==> config.mk <==
export PLATFORM = sky130hd
export DESIGN_NAME = sps_shifter
export DESIGN_NICKNAME = d
export VERILOG_FILES = /design/src/design/sps_pkg.sv /design/src/design/sps_buf2.sv /design/src/design/sps_shifter.sv
export VERILOG_INCLUDE_DIRS = /design/src /design/src/design
export SDC_FILE = /design/constraint.sdc
export NUM_CORES = 1
export LEC_CHECK = 0
export BUFFER_PORTS_ARGS = -buffer_cell sky130_fd_sc_hd__buf_2
export CAP_MARGIN = 20
export CORE_UTILIZATION = 35
export CTS_CLUSTER_DIAMETER = 150
export CTS_CLUSTER_SIZE = 40
export DETAILED_ROUTE_END_ITERATION = 16
export SLEW_MARGIN = 10
export SYNTH_ARGS = -nofsm -noshare
export SYNTH_HDL_FRONTEND = slang
export SYNTH_SLANG_ARGS = --single-unit
==> constraint.sdc <==
create_clock -name CLK_SYS -period 2.6 [get_ports CLK_SYS]
set_clock_uncertainty 0.1 [all_clocks]
set_input_delay 0.26 -clock CLK_SYS [delete_from_list [all_inputs] [get_ports CLK_SYS]]
set_output_delay 0.26 -clock CLK_SYS [all_outputs]
set_load 0.02 [all_outputs]
==> src/design/sps_defs.svh <==
// constants for the serial to parallel polarity shifter
// assumes inclusion by bare name from the package and the design modules
`ifndef SPS_DEFS_SVH
`define SPS_DEFS_SVH

// number of register stages
`define SPS_STAGES 32
// index of the first and of the last stage
`define SPS_FIRST_STAGE 0
`define SPS_LAST_STAGE 31
// stage contents after reset
`define SPS_SHIFT_RST 32'h00000000
// remembered shift clock level after reset (high, so no false edge at release)
`define SPS_CLK_PREV_RST 1'h1
// overrun flag after reset
`define SPS_OVERRUN_RST 1'h0
// entries of the bit buffer
`define SPS_BUF_DEPTH 2
// buffer fill count width, its reset value and its full mark
`define SPS_CNT_W 2
`define SPS_CNT_RST 2'h0
`define SPS_CNT_FULL 2'h2
`define SPS_BUF_DATA_RST 2'h0

`endif

==> src/design/sps_pkg.sv <==
// state types of the serial to parallel polarity shifter
// assumes sps_defs.svh on the include path
`include "sps_defs.svh"

package sps_pkg;

    // full state of the top module
    typedef struct packed {
        logic [`SPS_STAGES-1:0] shift;
        logic clk_prev;
        logic overrun;
    } sps_top_state_t;

    // full state of the two-entry bit buffer
    typedef struct packed {
        logic [`SPS_BUF_DEPTH-1:0] data;
        logic [`SPS_CNT_W-1:0] count;
    } sps_buf_state_t;

endpackage

==> src/design/sps_buf2.sv <==
// two-entry one-bit buffer with valid and ready on both sides
// assumes one clock, synchronous active-high reset, and a flush input
`timescale 1ns/100ps
`include "sps_defs.svh"

module sps_buf2 (
    input wire logic clk,
    input wire logic srst,
    input wire logic flush,
    input wire logic in_valid,
    input wire logic in_data,
    output logic in_ready,
    output logic out_valid,
    input wire logic out_ready,
    output logic out_data
);

    sps_pkg::sps_buf_state_t st_q;
    sps_pkg::sps_buf_state_t st_d;
    logic push;
    logic pop;

    // handshake terms; head entry is always slot zero
    assign in_ready = (st_q.count != `SPS_CNT_FULL);
    assign out_valid = (st_q.count != `SPS_CNT_RST);
    assign out_data = st_q.data[0];
    assign push = in_valid && in_ready;
    assign pop = out_valid && out_ready;

    // next state: push, pop or both in one cycle
    always_comb begin
        st_d = st_q;
        if (flush) begin
            st_d.count = `SPS_CNT_RST;
        end else begin
            unique case ({push, pop})
                2'h2: begin
                    st_d.data[st_q.count[0]] = in_data;
                    st_d.count = st_q.count + 2'h1;
                end
                2'h1: begin
                    st_d.data[0] = st_q.data[1];
                    st_d.count = st_q.count - 2'h1;
                end
                2'h3: begin
                    if (st_q.count == 2'h1) begin
                        st_d.data[0] = in_data;
                    end else begin
                        st_d.data[0] = st_q.data[1];
                        st_d.data[1] = in_data;
                    end
                end
                2'h0: begin
                    st_d.count = st_q.count;
                end
            endcase
        end
    end

    // state register
    always_ff @(posedge clk) begin
        if (srst) begin
            st_q.data <= `SPS_BUF_DATA_RST;
            st_q.count <= `SPS_CNT_RST;
        end else begin
            st_q <= st_d;
        end
    end

    // fill level never passes the depth
    a_buf_fill_bound: assert property (@(posedge clk) disable iff (srst)
        st_q.count <= `SPS_CNT_FULL)
        else $error("buffer count above depth");

    // a held word stays at the head while the reader stalls
    a_buf_head_hold: assert property (@(posedge clk) disable iff (srst)
        (out_valid && !out_ready && !flush) |=> (out_valid && $stable(out_data)))
        else $error("buffer head lost under stall");

endmodule

==> src/design/sps_shifter.sv <==
// 32-stage serial-in shift register with true or inverted parallel outputs
// assumes all inputs synchronous to CLK_SYS; the host shift clock is sampled
// and its rising edges detected; one two-entry buffer carries the bits
`timescale 1ns/100ps
`include "sps_defs.svh"

module sps_shifter (
    input wire logic CLK_SYS,
    input wire logic SRST,
    input wire logic SERIAL_IN,
    input wire logic SHIFT_CLK,
    input wire logic MASTER_RST,
    input wire logic POL_SEL,
    input wire logic HOLD,
    output logic [`SPS_STAGES-1:0] PARALLEL_OUTPUTS,
    output logic SERIAL_OUT,
    output logic IN_READY,
    output logic OVERRUN
);

    sps_pkg::sps_top_state_t st_q;
    sps_pkg::sps_top_state_t st_d;
    logic clk_rise;
    logic buf_in_ready;
    logic pop_valid;
    logic pop_ready;
    logic pop_data;
    logic pop;
    logic [`SPS_STAGES-1:0] stage_view;

    // rising edge of the sampled host shift clock
    assign clk_rise = SHIFT_CLK && !st_q.clk_prev;

    // the buffer drains only while the register may shift
    assign pop_ready = !HOLD && !MASTER_RST;
    assign pop = pop_valid && pop_ready;

    // bit buffer between edge capture and the stage register
    sps_buf2 u_buf (
        .clk(CLK_SYS),
        .srst(SRST),
        .flush(MASTER_RST),
        .in_valid(clk_rise),
        .in_data(SERIAL_IN),
        .in_ready(buf_in_ready),
        .out_valid(pop_valid),
        .out_ready(pop_ready),
        .out_data(pop_data)
    );

    // next state of the stage register, edge tracker and overrun flag
    always_comb begin
        st_d = st_q;
        st_d.clk_prev = SHIFT_CLK;
        st_d.overrun = clk_rise && !buf_in_ready && !MASTER_RST;
        if (MASTER_RST) begin
            st_d.shift = `SPS_SHIFT_RST;
        end else if (pop) begin
            st_d.shift = {st_q.shift[`SPS_LAST_STAGE-1:`SPS_FIRST_STAGE], pop_data};
        end
    end

    // state register
    always_ff @(posedge CLK_SYS) begin
        if (SRST) begin
            st_q.shift <= `SPS_SHIFT_RST;
            st_q.clk_prev <= `SPS_CLK_PREV_RST;
            st_q.overrun <= `SPS_OVERRUN_RST;
        end else begin
            st_q <= st_d;
        end
    end

    // master reset masks the stages at once, without waiting for the clock
    assign stage_view = MASTER_RST ? `SPS_SHIFT_RST : st_q.shift;

    // per-stage polarity gate, no clock in the path
    genvar i;
    generate
        for (i = 0; i < `SPS_STAGES; i++) begin : g_pol
            assign PARALLEL_OUTPUTS[i] = stage_view[i] ^ POL_SEL;
        end
    endgenerate

    // chain output: last stage in true form; a next device may hang here
    assign SERIAL_OUT = stage_view[`SPS_LAST_STAGE];

    // upstream ready and lost-edge pulse
    assign IN_READY = buf_in_ready;
    assign OVERRUN = st_q.overrun;

    // a popped bit lands in stage one and the rest move up by one
    a_shift_step: assert property (@(posedge CLK_SYS) disable iff (SRST)
        (pop && !MASTER_RST) |=>
        (st_q.shift == {$past(st_q.shift[`SPS_LAST_STAGE-1:`SPS_FIRST_STAGE]), $past(pop_data)}))
        else $error("shift step wrong");

    // no pop, no reset: stages hold
    a_shift_idle: assert property (@(posedge CLK_SYS) disable iff (SRST)
        (!pop && !MASTER_RST) |=> $stable(st_q.shift))
        else $error("stages moved without a pop");

    // newest bit visible on output one in the following cycle
    a_stage_first: assert property (@(posedge CLK_SYS) disable iff (SRST)
        (pop && !MASTER_RST) ##1 (!MASTER_RST && !POL_SEL) |->
        (PARALLEL_OUTPUTS[`SPS_FIRST_STAGE] == $past(pop_data)))
        else $error("first output not newest bit");

    // reset empties the register and keeps it empty while held
    a_rst_clear: assert property (@(posedge CLK_SYS) disable iff (SRST)
        MASTER_RST [*2] |-> (st_q.shift == `SPS_SHIFT_RST))
        else $error("register not cleared by reset");

    // true form while select is low
    a_pol_true: assert property (@(posedge CLK_SYS) disable iff (SRST)
        (!POL_SEL && !MASTER_RST) |-> (PARALLEL_OUTPUTS == st_q.shift))
        else $error("true form wrong");

    // inverted form while select is high, storage untouched by the select
    a_pol_invert: assert property (@(posedge CLK_SYS) disable iff (SRST)
        (POL_SEL && !MASTER_RST) |-> ((PARALLEL_OUTPUTS ^ st_q.shift) == 32'hffffffff))
        else $error("inverted form wrong");

    // a select change flips every output in the same cycle
    a_pol_flip: assert property (@(posedge CLK_SYS) disable iff (SRST)
        ($changed(POL_SEL) && $stable(st_q.shift) && !MASTER_RST && !$past(MASTER_RST)) |->
        (PARALLEL_OUTPUTS == ~$past(PARALLEL_OUTPUTS)))
        else $error("polarity did not follow select at once");

    // chain output ignores the select
    a_serial_true: assert property (@(posedge CLK_SYS) disable iff (SRST)
        (POL_SEL && !MASTER_RST) |-> (SERIAL_OUT != PARALLEL_OUTPUTS[`SPS_LAST_STAGE]))
        else $error("serial output inverted");

    // after a reset the outputs are all zeros or all ones
    a_rst_view: assert property (@(posedge CLK_SYS) disable iff (SRST)
        $past(MASTER_RST) && !pop |->
        (PARALLEL_OUTPUTS == {`SPS_STAGES{POL_SEL}}))
        else $error("reset image wrong");

    // master reset masks the outputs in the same cycle
    a_rst_mask: assert property (@(posedge CLK_SYS) disable iff (SRST)
        MASTER_RST |-> (PARALLEL_OUTPUTS == {`SPS_STAGES{POL_SEL}}))
        else $error("outputs not masked by reset");

    // master reset forces the chain output low at once
    a_rst_serial: assert property (@(posedge CLK_SYS) disable iff (SRST)
        MASTER_RST |-> !SERIAL_OUT)
        else $error("chain output not masked by reset");

    // master reset empties the bit buffer
    a_rst_flush: assert property (@(posedge CLK_SYS) disable iff (SRST)
        MASTER_RST |=> !pop_valid)
        else $error("buffer kept a bit through reset");

    // one cycle of master reset already clears every stage
    a_rst_clear_next: assert property (@(posedge CLK_SYS) disable iff (SRST)
        MASTER_RST |=> (st_q.shift == `SPS_SHIFT_RST))
        else $error("stages not zero after reset");

    // chain output is the stored last stage whatever the select
    a_serial_last: assert property (@(posedge CLK_SYS) disable iff (SRST)
        !MASTER_RST |-> (SERIAL_OUT == st_q.shift[`SPS_LAST_STAGE]))
        else $error("chain output not last stage");

    // with select low the chain output equals the last output
    a_serial_low: assert property (@(posedge CLK_SYS) disable iff (SRST)
        (!POL_SEL && !MASTER_RST) |-> (SERIAL_OUT == PARALLEL_OUTPUTS[`SPS_LAST_STAGE]))
        else $error("chain output differs in true form");

    // a select change leaves the stored stages alone
    a_pol_storage: assert property (@(posedge CLK_SYS) disable iff (SRST)
        ($changed(POL_SEL) && !$past(pop) && !$past(MASTER_RST)) |-> $stable(st_q.shift))
        else $error("select change altered storage");

    // an accepted shift clock rise is held in the buffer
    a_edge_push: assert property (@(posedge CLK_SYS) disable iff (SRST)
        (clk_rise && IN_READY && !MASTER_RST) |=> pop_valid)
        else $error("accepted rise not buffered");

    // with an empty buffer the sampled bit reaches stage one two cycles later
    a_edge_latency: assert property (@(posedge CLK_SYS) disable iff (SRST)
        (clk_rise && !pop_valid && !HOLD && !MASTER_RST) ##1 (!HOLD && !MASTER_RST) |=>
        (st_q.shift[`SPS_FIRST_STAGE] == $past(SERIAL_IN, 2)))
        else $error("shift latency wrong");

    // a stall keeps the stages still
    a_hold_keep: assert property (@(posedge CLK_SYS) disable iff (SRST)
        (HOLD && !MASTER_RST) |=> $stable(st_q.shift))
        else $error("stages moved under stall");

    // a full buffer frees a slot one cycle after the stall ends
    a_ready_drain: assert property (@(posedge CLK_SYS) disable iff (SRST)
        (!IN_READY && !HOLD && !MASTER_RST) |=> IN_READY)
        else $error("buffer did not drain");

    // a rise into a full buffer raises the lost-edge pulse
    a_overrun_set: assert property (@(posedge CLK_SYS) disable iff (SRST)
        (clk_rise && !buf_in_ready && !MASTER_RST) |=> OVERRUN)
        else $error("lost edge not flagged");

    // the lost-edge pulse has no other cause
    a_overrun_cause: assert property (@(posedge CLK_SYS) disable iff (SRST)
        OVERRUN |-> $past(clk_rise && !buf_in_ready && !MASTER_RST))
        else $error("spurious lost-edge pulse");

    // main scenarios
    c_full_shift: cover property (@(posedge CLK_SYS) disable iff (SRST)
        pop ##1 pop ##1 pop);
    c_pol_toggle: cover property (@(posedge CLK_SYS) disable iff (SRST)
        !POL_SEL ##1 POL_SEL ##1 !POL_SEL);
    c_buf_full: cover property (@(posedge CLK_SYS) disable iff (SRST)
        HOLD && !IN_READY);
    c_reset_run: cover property (@(posedge CLK_SYS) disable iff (SRST)
        MASTER_RST ##1 !MASTER_RST ##[1:20] pop);
    c_overrun_hit: cover property (@(posedge CLK_SYS) disable iff (SRST)
        OVERRUN);

endmodule

==> results.json, run 1 <==
{
  "synth_area_per_cell_um2": 7.50,
  "cts.sinks": 38,
  "detail-route-antenna-nets": 0,
  "path_cells": "inv_1, ha_1, or3_1, clkinv_1, buf_4, o211ai_1, a31oi_1",
  "finalSetupTns_ns": 0,
  "syn_nets": 264,
  "dieArea_um2": 5700,
  "cts-root-buf": "clkbuf_8",
  "rsz0062_at_grt": "false",
  "netlist_top_cells_count": "nand2_1, dfxtp_1, a21oi_1",
  "insertion_delay_ns": 0.28,
  "netlist_top_cells_area": "dfxtp_1, nand2_1, xnor2_1, a21oi_1, ha_1",
  "grt_max_degree": 36,
  "clk_path_buf_depth": 2,
  "nets": 300,
  "maxCapViolations": 0,
  "grt_pass1_wl_um": 6360,
  "arrival_ns": 2.22,
  "core_area_um2": 5140,
  "worstPathRequired_ns": 2.71,
  "slew_viol_final": 0,
  "syn_inst": 252,
  "synth_seq_area_share": 0.403,
  "synthArstFlopShare": 0,
  "layout-drive-gt1-share": 0.201,
  "syn_to_final_growth_pct": 19.9,
  "ir_drop_v": 0.000298,
  "setup_violations": 0,
  "ys_types": 29,
  "crit_start": "u_buf.st_q[0]$_SDFFE_PP0P_",
  "cts-htree-levels": 2,
  "worstSetupPathType": "reg2reg",
  "r2r_start": "u_buf.st_q[0]$_SDFFE_PP0P_",
  "ys_warn_count": 0,
  "synth.top_cell.area_share": 0.403,
  "path_depth": 7,
  "die_w_um": 75.5,
  "cts_setup_buffers": 0,
  "hold_viol": 0,
  "power_w": 0.00123,
  "grt_pass1_vias": 1415,
  "yosysMostFrequentCell": "nand2_1",
  "syn_area_um2": 1890,
  "dr.pass1.iters": 4,
  "fill_cells": 542,
  "antenna_found_initial": 0,
  "grt_overflow_total": 0,
  "drt-vias-per-instance": 4.57,
  "crit_path_end_kind": "register",
  "crit_family": "buffers and inverters",
  "synth_edf_count": 0,
  "cts_buffers": 5,
  "worst_slack_ns": 0.489,
  "cts_tree": "done",
  "combPwrFrac": 0.114,
  "place_congestion": 0.761,
  "slew-limit-headroom": 0.560,
  "p_sw_frac": 0.239,
  "p_int_w": 0.000939,
  "timing.hold.ws_ns": 0.0782,
  "powerDensity_nw_per_um2": 544,
  "pre_cts_ws_ns": 0.487,
  "crit_buf_inv": 3,
  "yosys_register_bits": 38,
  "grtUsageTotal": 0.146,
  "clkTransAtPathRegs_ns": 0.07,
  "drcViolationCount": 0,
  "start_kind": "register",
  "slowest_stage": "dfxtp_1",
  "postCtsHoldBufs": 0,
  "max_slew.worst_pin.slew_ns": 0.661,
  "fin_cells": 358,
  "endpoint": "u_buf.out_data$_SDFFE_PP0P_",
  "hold_path_class": "in2reg",
  "hpwlAfterDp_um": 2680,
  "r2r-end": "u_buf.out_data$_SDFFE_PP0P_",
  "initial_core_util": 0.368,
  "status": "finished clean",
  "antenna_cells": 0,
  "wl_um": 3850,
  "die_h_um": 75.5,
  "wire_per_inst_um": 10.8,
  "p_seq_frac": 0.475,
  "portBuffers": 41,
  "cts-resized-gates": 0,
  "net-switching-power_w": 0.000294,
  "fin_crit_sh": 0.812,
  "fmax_ghz": 0.474,
  "cp_slowest_stage_delay_ns": 0.46,
  "drt_iter0_markers": 90,
  "reg2reg_depth": 7,
  "synth_top_area_cell": "dfxtp_1",
  "ioPinCount": 42,
  "cp_max_fo": 33,
  "p_clk_frac": 0.411,
  "rows": 26,
  "fin_crit_ns": 2.11,
  "placedCellCount": 351,
  "synthFlopType": "dfxtp_1",
  "regToRegSetupSlack_ns": 0.49,
  "dr_total_vias": 1635,
  "p_leak_nw": 0.795
}
==> per-stage QoR <==
| stage | utilization | instance area (um2) |
|---|---|---|
| global route | 0.441 | 2260 |
| finish | 0.441 | 2260 |
| detailed placement | 0.419 | 2150 |
| floorplan | - | 1890 |
| global placement | 0.419 | 2150 |
| CTS | 0.441 | 2260 |
==> worst register-to-register path, delay by kind of cell, from the launching register on <==
| kind | cells | cell delay [ns] |
|---|---|---|
| adders and majority gates | 1 | 0.23 |
| DFF | 1 | 0.46 |
| and+or+nand+nor | 1 | 0.44 |
| buffers and inverters | 3 | 0.50 |
| AOI/OAI and AO/OA | 2 | 0.32 |
==> registers in the layout, indices dropped and copies added, names as in the netlist <==
signal / count
OVERRUN: 1
st_q: 33
u_buf.out_data: 1
u_buf.st_q: 3
==> routing by layer <==
metal	wire [um]	vias up	global-route usage	share of wire
li1	-	865	-	-
met2	1640	43	0.227	0.42
met4	53	0	0.0556	0.014
met3	202	7	0.0331	0.052
met1	1960	720	0.198	0.51
met5	0	-	0	0
==> power by group through the flow <==
stage	logic, W	registers, W	clock network (W)
detailed placement	0.000142	0.000599	0
finish	0.000140	0.000585	0.000507
floorplan	0.0000994	0.000599	0
global route	0.000155	0.000585	0.000536
CTS	0.000143	0.000585	0.000518
global placement	0.000141	0.000599	0
==> cell families (layout without fill, tap and decap cells) <==
group / Yosys count / after routing / share of synthesized area
simple gates: 108 / 108 / 0.228
compound gates: 41 / 41 / 0.121
flops: 38 / 38 / 0.403
xor+xnor: 34 / 34 / 0.158
buf+inv: 26 / 62 / 0.0576
fa+ha+maj: 5 / 5 / 0.0331
==> cell type report <==
class                           instances  area [um2]  area share
Sequential cell                        38         761       0.336
Tap cell                               70        87.6      0.0387
Multi-Input combinational cell        188        1020       0.450
Inverter                                7        26.3      0.0116
Timing Repair Buffer                   48         258       0.114
Clock inverter                          1        30.0      0.0133
Clock buffer                            6        82.6      0.0365
==> how the worst min path moves through the flow <==
stage | startpoint | endpoint | slack, ns | depth (start not counted)
2_1_floorplan | SRST | u_buf.st_q[3]$_SDFFE_PP0P_ | 0.22 | 1
3_3_place_gp | st_q[1]$_SDFF_PP1_ | OVERRUN$_SDFF_PP0_ | 0.31 | 1
3_5_place_dp | st_q[1]$_SDFF_PP1_ | OVERRUN$_SDFF_PP0_ | 0.30 | 1
4_1_cts | SRST | u_buf.st_q[3]$_SDFFE_PP0P_ | 0.08 | 2
5_1_grt | SRST | u_buf.st_q[3]$_SDFFE_PP0P_ | 0.09 | 2
6_report | SRST | u_buf.st_q[3]$_SDFFE_PP0P_ | 0.08 | 2
==> placed cells by master, fill, tap and decap left out, types with 2 or more instances in the layout <==
cell type and count:
xnor2_1 31, nand2_1 96, buf_2 41, xor2_1 3, clkbuf_8 6, inv_1 6
buf_4 7, ha_1 5, dfxtp_1 38, or2_2 2, or3_1 2, a21oi_1 32
nor2_1 3
Note: power is estimated with default switching activity, not from simulation.
==> inputs of run 2 (changes only) <==
Clock period 2.6 ns to 1.95 ns, I/O delays scaled along.
==> run 2 against run 1 <==
Compared with the run above:
- via count grew 1.3%
- first-iteration DRC count grew 38%
- non-clock buffer count grew 2
- sequential power grew 33%
- setup slack lost 0.40 ns
- total power grew 30%
- sequential share of layout area shrank 0.83 points
- fmax grew 13%
- clock power grew 23%
- final cell count grew 0.56%
- clock-buffer cell count grew 1
- core utilization grew 1.3 points
==> results.json, run 2 (same netlist as run 1, synthesis figures left out) <==
{
  "status": "finished clean",
  "antenna_found_initial": 0,
  "placedCellCount": 353,
  "layout-drive-gt1-share": 0.228,
  "antenna_cells": 0,
  "rsz0062_at_grt": "false",
  "finalSetupTns_ns": 0,
  "wl_um": 3890,
  "portBuffers": 41,
  "clk_path_buf_depth": 2,
  "wire_per_inst_um": 10.8,
  "grt_pass1_vias": 1347,
  "p_leak_nw": 0.819,
  "max_slew.worst_pin.slew_ns": 0.686,
  "setup_violations": 0,
  "hpwlAfterDp_um": 2690,
  "worstPathRequired_ns": 2.08,
  "busiest_layer": "met2",
  "ioPinCount": 42,
  "mostFrequentLayoutCells": "nand2_1, buf_2, dfxtp_1",
  "final_util": 0.454,
  "ir_drop_v": 0.000286,
  "cts-htree-levels": 2,
  "top_regs": "st_q: 33 flops, u_buf.st_q: 3 flops",
  "slew-limit-headroom": 0.543,
  "worstSetupPathType": "reg2reg",
  "grt_use_met1": 0.196,
  "clkTransAtPathRegs_ns": 0.07,
  "nets": 302,
  "grt_use_met2": 0.225,
  "slew_viol_final": 0,
  "fmax_ghz": 0.536,
  "grt_pass1_wl_um": 6300,
  "detail-route-antenna-nets": 0,
  "arrival_ns": 1.99,
  "dr_total_vias": 1656,
  "hold_path_class": "in2reg",
  "maxCapViolations": 0,
  "rows": 26,
  "syn_to_final_growth_pct": 23.5,
  "grt_util_met3": 0.0437,
  "initial_core_util": 0.368,
  "insertion_delay_ns": 0.29,
  "top_register": "st_q",
  "largest_reg_flops": 33,
  "cts_setup_buffers": 0,
  "cts_buffers": 5,
  "cts.sinks": 38,
  "drt-vias-per-instance": 4.60,
  "cts-root-buf": "clkbuf_8",
  "drt_iter0_markers": 124,
  "dieArea_um2": 5700,
  "crit_path_end_kind": "register",
  "grt_max_degree": 36,
  "dr.pass1.iters": 4,
  "die_h_um": 75.5,
  "core_area_um2": 5140,
  "fin_cells": 360,
  "cts_tree": "done",
  "final_common_cell": "nand2_1",
  "cp_max_fo": 3,
  "fin_crit_ns": 1.86,
  "postCtsHoldBufs": 0,
  "hold_viol": 0,
  "drcViolationCount": 0,
  "fin_crit_sh": 0.956,
  "grtUsageTotal": 0.147,
  "start_kind": "register",
  "die_w_um": 75.5,
  "powerDensity_nw_per_um2": 688,
  "grt_overflow_total": 0,
  "fill_cells": 578,
  "place_congestion": 0.775
}
==> run 2: per-stage QoR <==
step	hold slack (ns)	instance area, um2	total power [W]	setup slack [ns]
floorplan	0.157	1920	0.000933	-0.000254
global placement	0.315	2220	0.000995	0.0332
detailed placement	0.304	2220	0.000999	-0.0187
CTS	0.00593	2330	0.00162	0.0614
global route	0.00330	2330	0.00167	0.00859
finish	0.0191	2330	0.00161	0.0859
==> run 2: repair_timing <==
item	4_1_cts	5_1_grt
gates resized for setup	1	1
pin swaps	0	1
endpoints found under the setup margin	1	2
hold endpoints to repair	0	0
==> run 2: critical path, stage by stage (launching register included) <==
cell and delay (ns):
dfxtp_4 0.34, inv_1 0.05, ha_1 0.20, or3b_1 0.39, inv_1 0.14, ha_4 0.14
o2111ai_1 0.11, a21o_1 0.22, a21oi_2 0.12
==> run 2: area by class of cell <==
| class | instances | area [um2] | share of cell area |
|---|---|---|---|
| clock buffer | 7 | 108 | 0.0461 |
| sequential | 38 | 764 | 0.328 |
| multi-input combinational | 188 | 1040 | 0.448 |
| timing repair buffer | 50 | 298 | 0.128 |
| inverter | 7 | 31.3 | 0.0134 |
| tap | 70 | 87.6 | 0.0375 |
==> run 2: layer usage <==
layer	vias up	wire length (um)
li1	867	-
met1	749	1900
met2	35	1760
met3	5	177
met4	0	56
met5	-	0
==> run 2: power breakdown <==
group | total [W] | switching (W) | internal, W
logic | 0.000200 | 0.000127 | 0.0000733
registers | 0.000779 | 0.00000142 | 0.000777
clock network | 0.000626 | 0.000269 | 0.000358
total | 0.00161 | 0.000397 | 0.00121
==> run 2: path summary, 6_finish.rpt <==
| check | slack (ns) | endpoint | depth (start not counted) | start |
|---|---|---|---|---|
| hold / removal | 0.02 | u_buf.st_q[3]$_SDFFE_PP0P_ | 2 | SRST |
| setup / recovery | 0.09 | u_buf.st_q[3]$_SDFFE_PP0P_ | 8 | u_buf.st_q[0]$_SDFFE_PP0P_ |
| setup reg to reg | 0.09 | u_buf.st_q[3]$_SDFFE_PP0P_ | 8 | u_buf.st_q[0]$_SDFFE_PP0P_ |
| hold reg to reg | 0.32 | OVERRUN$_SDFF_PP0_ | 1 | st_q[1]$_SDFF_PP1_ |
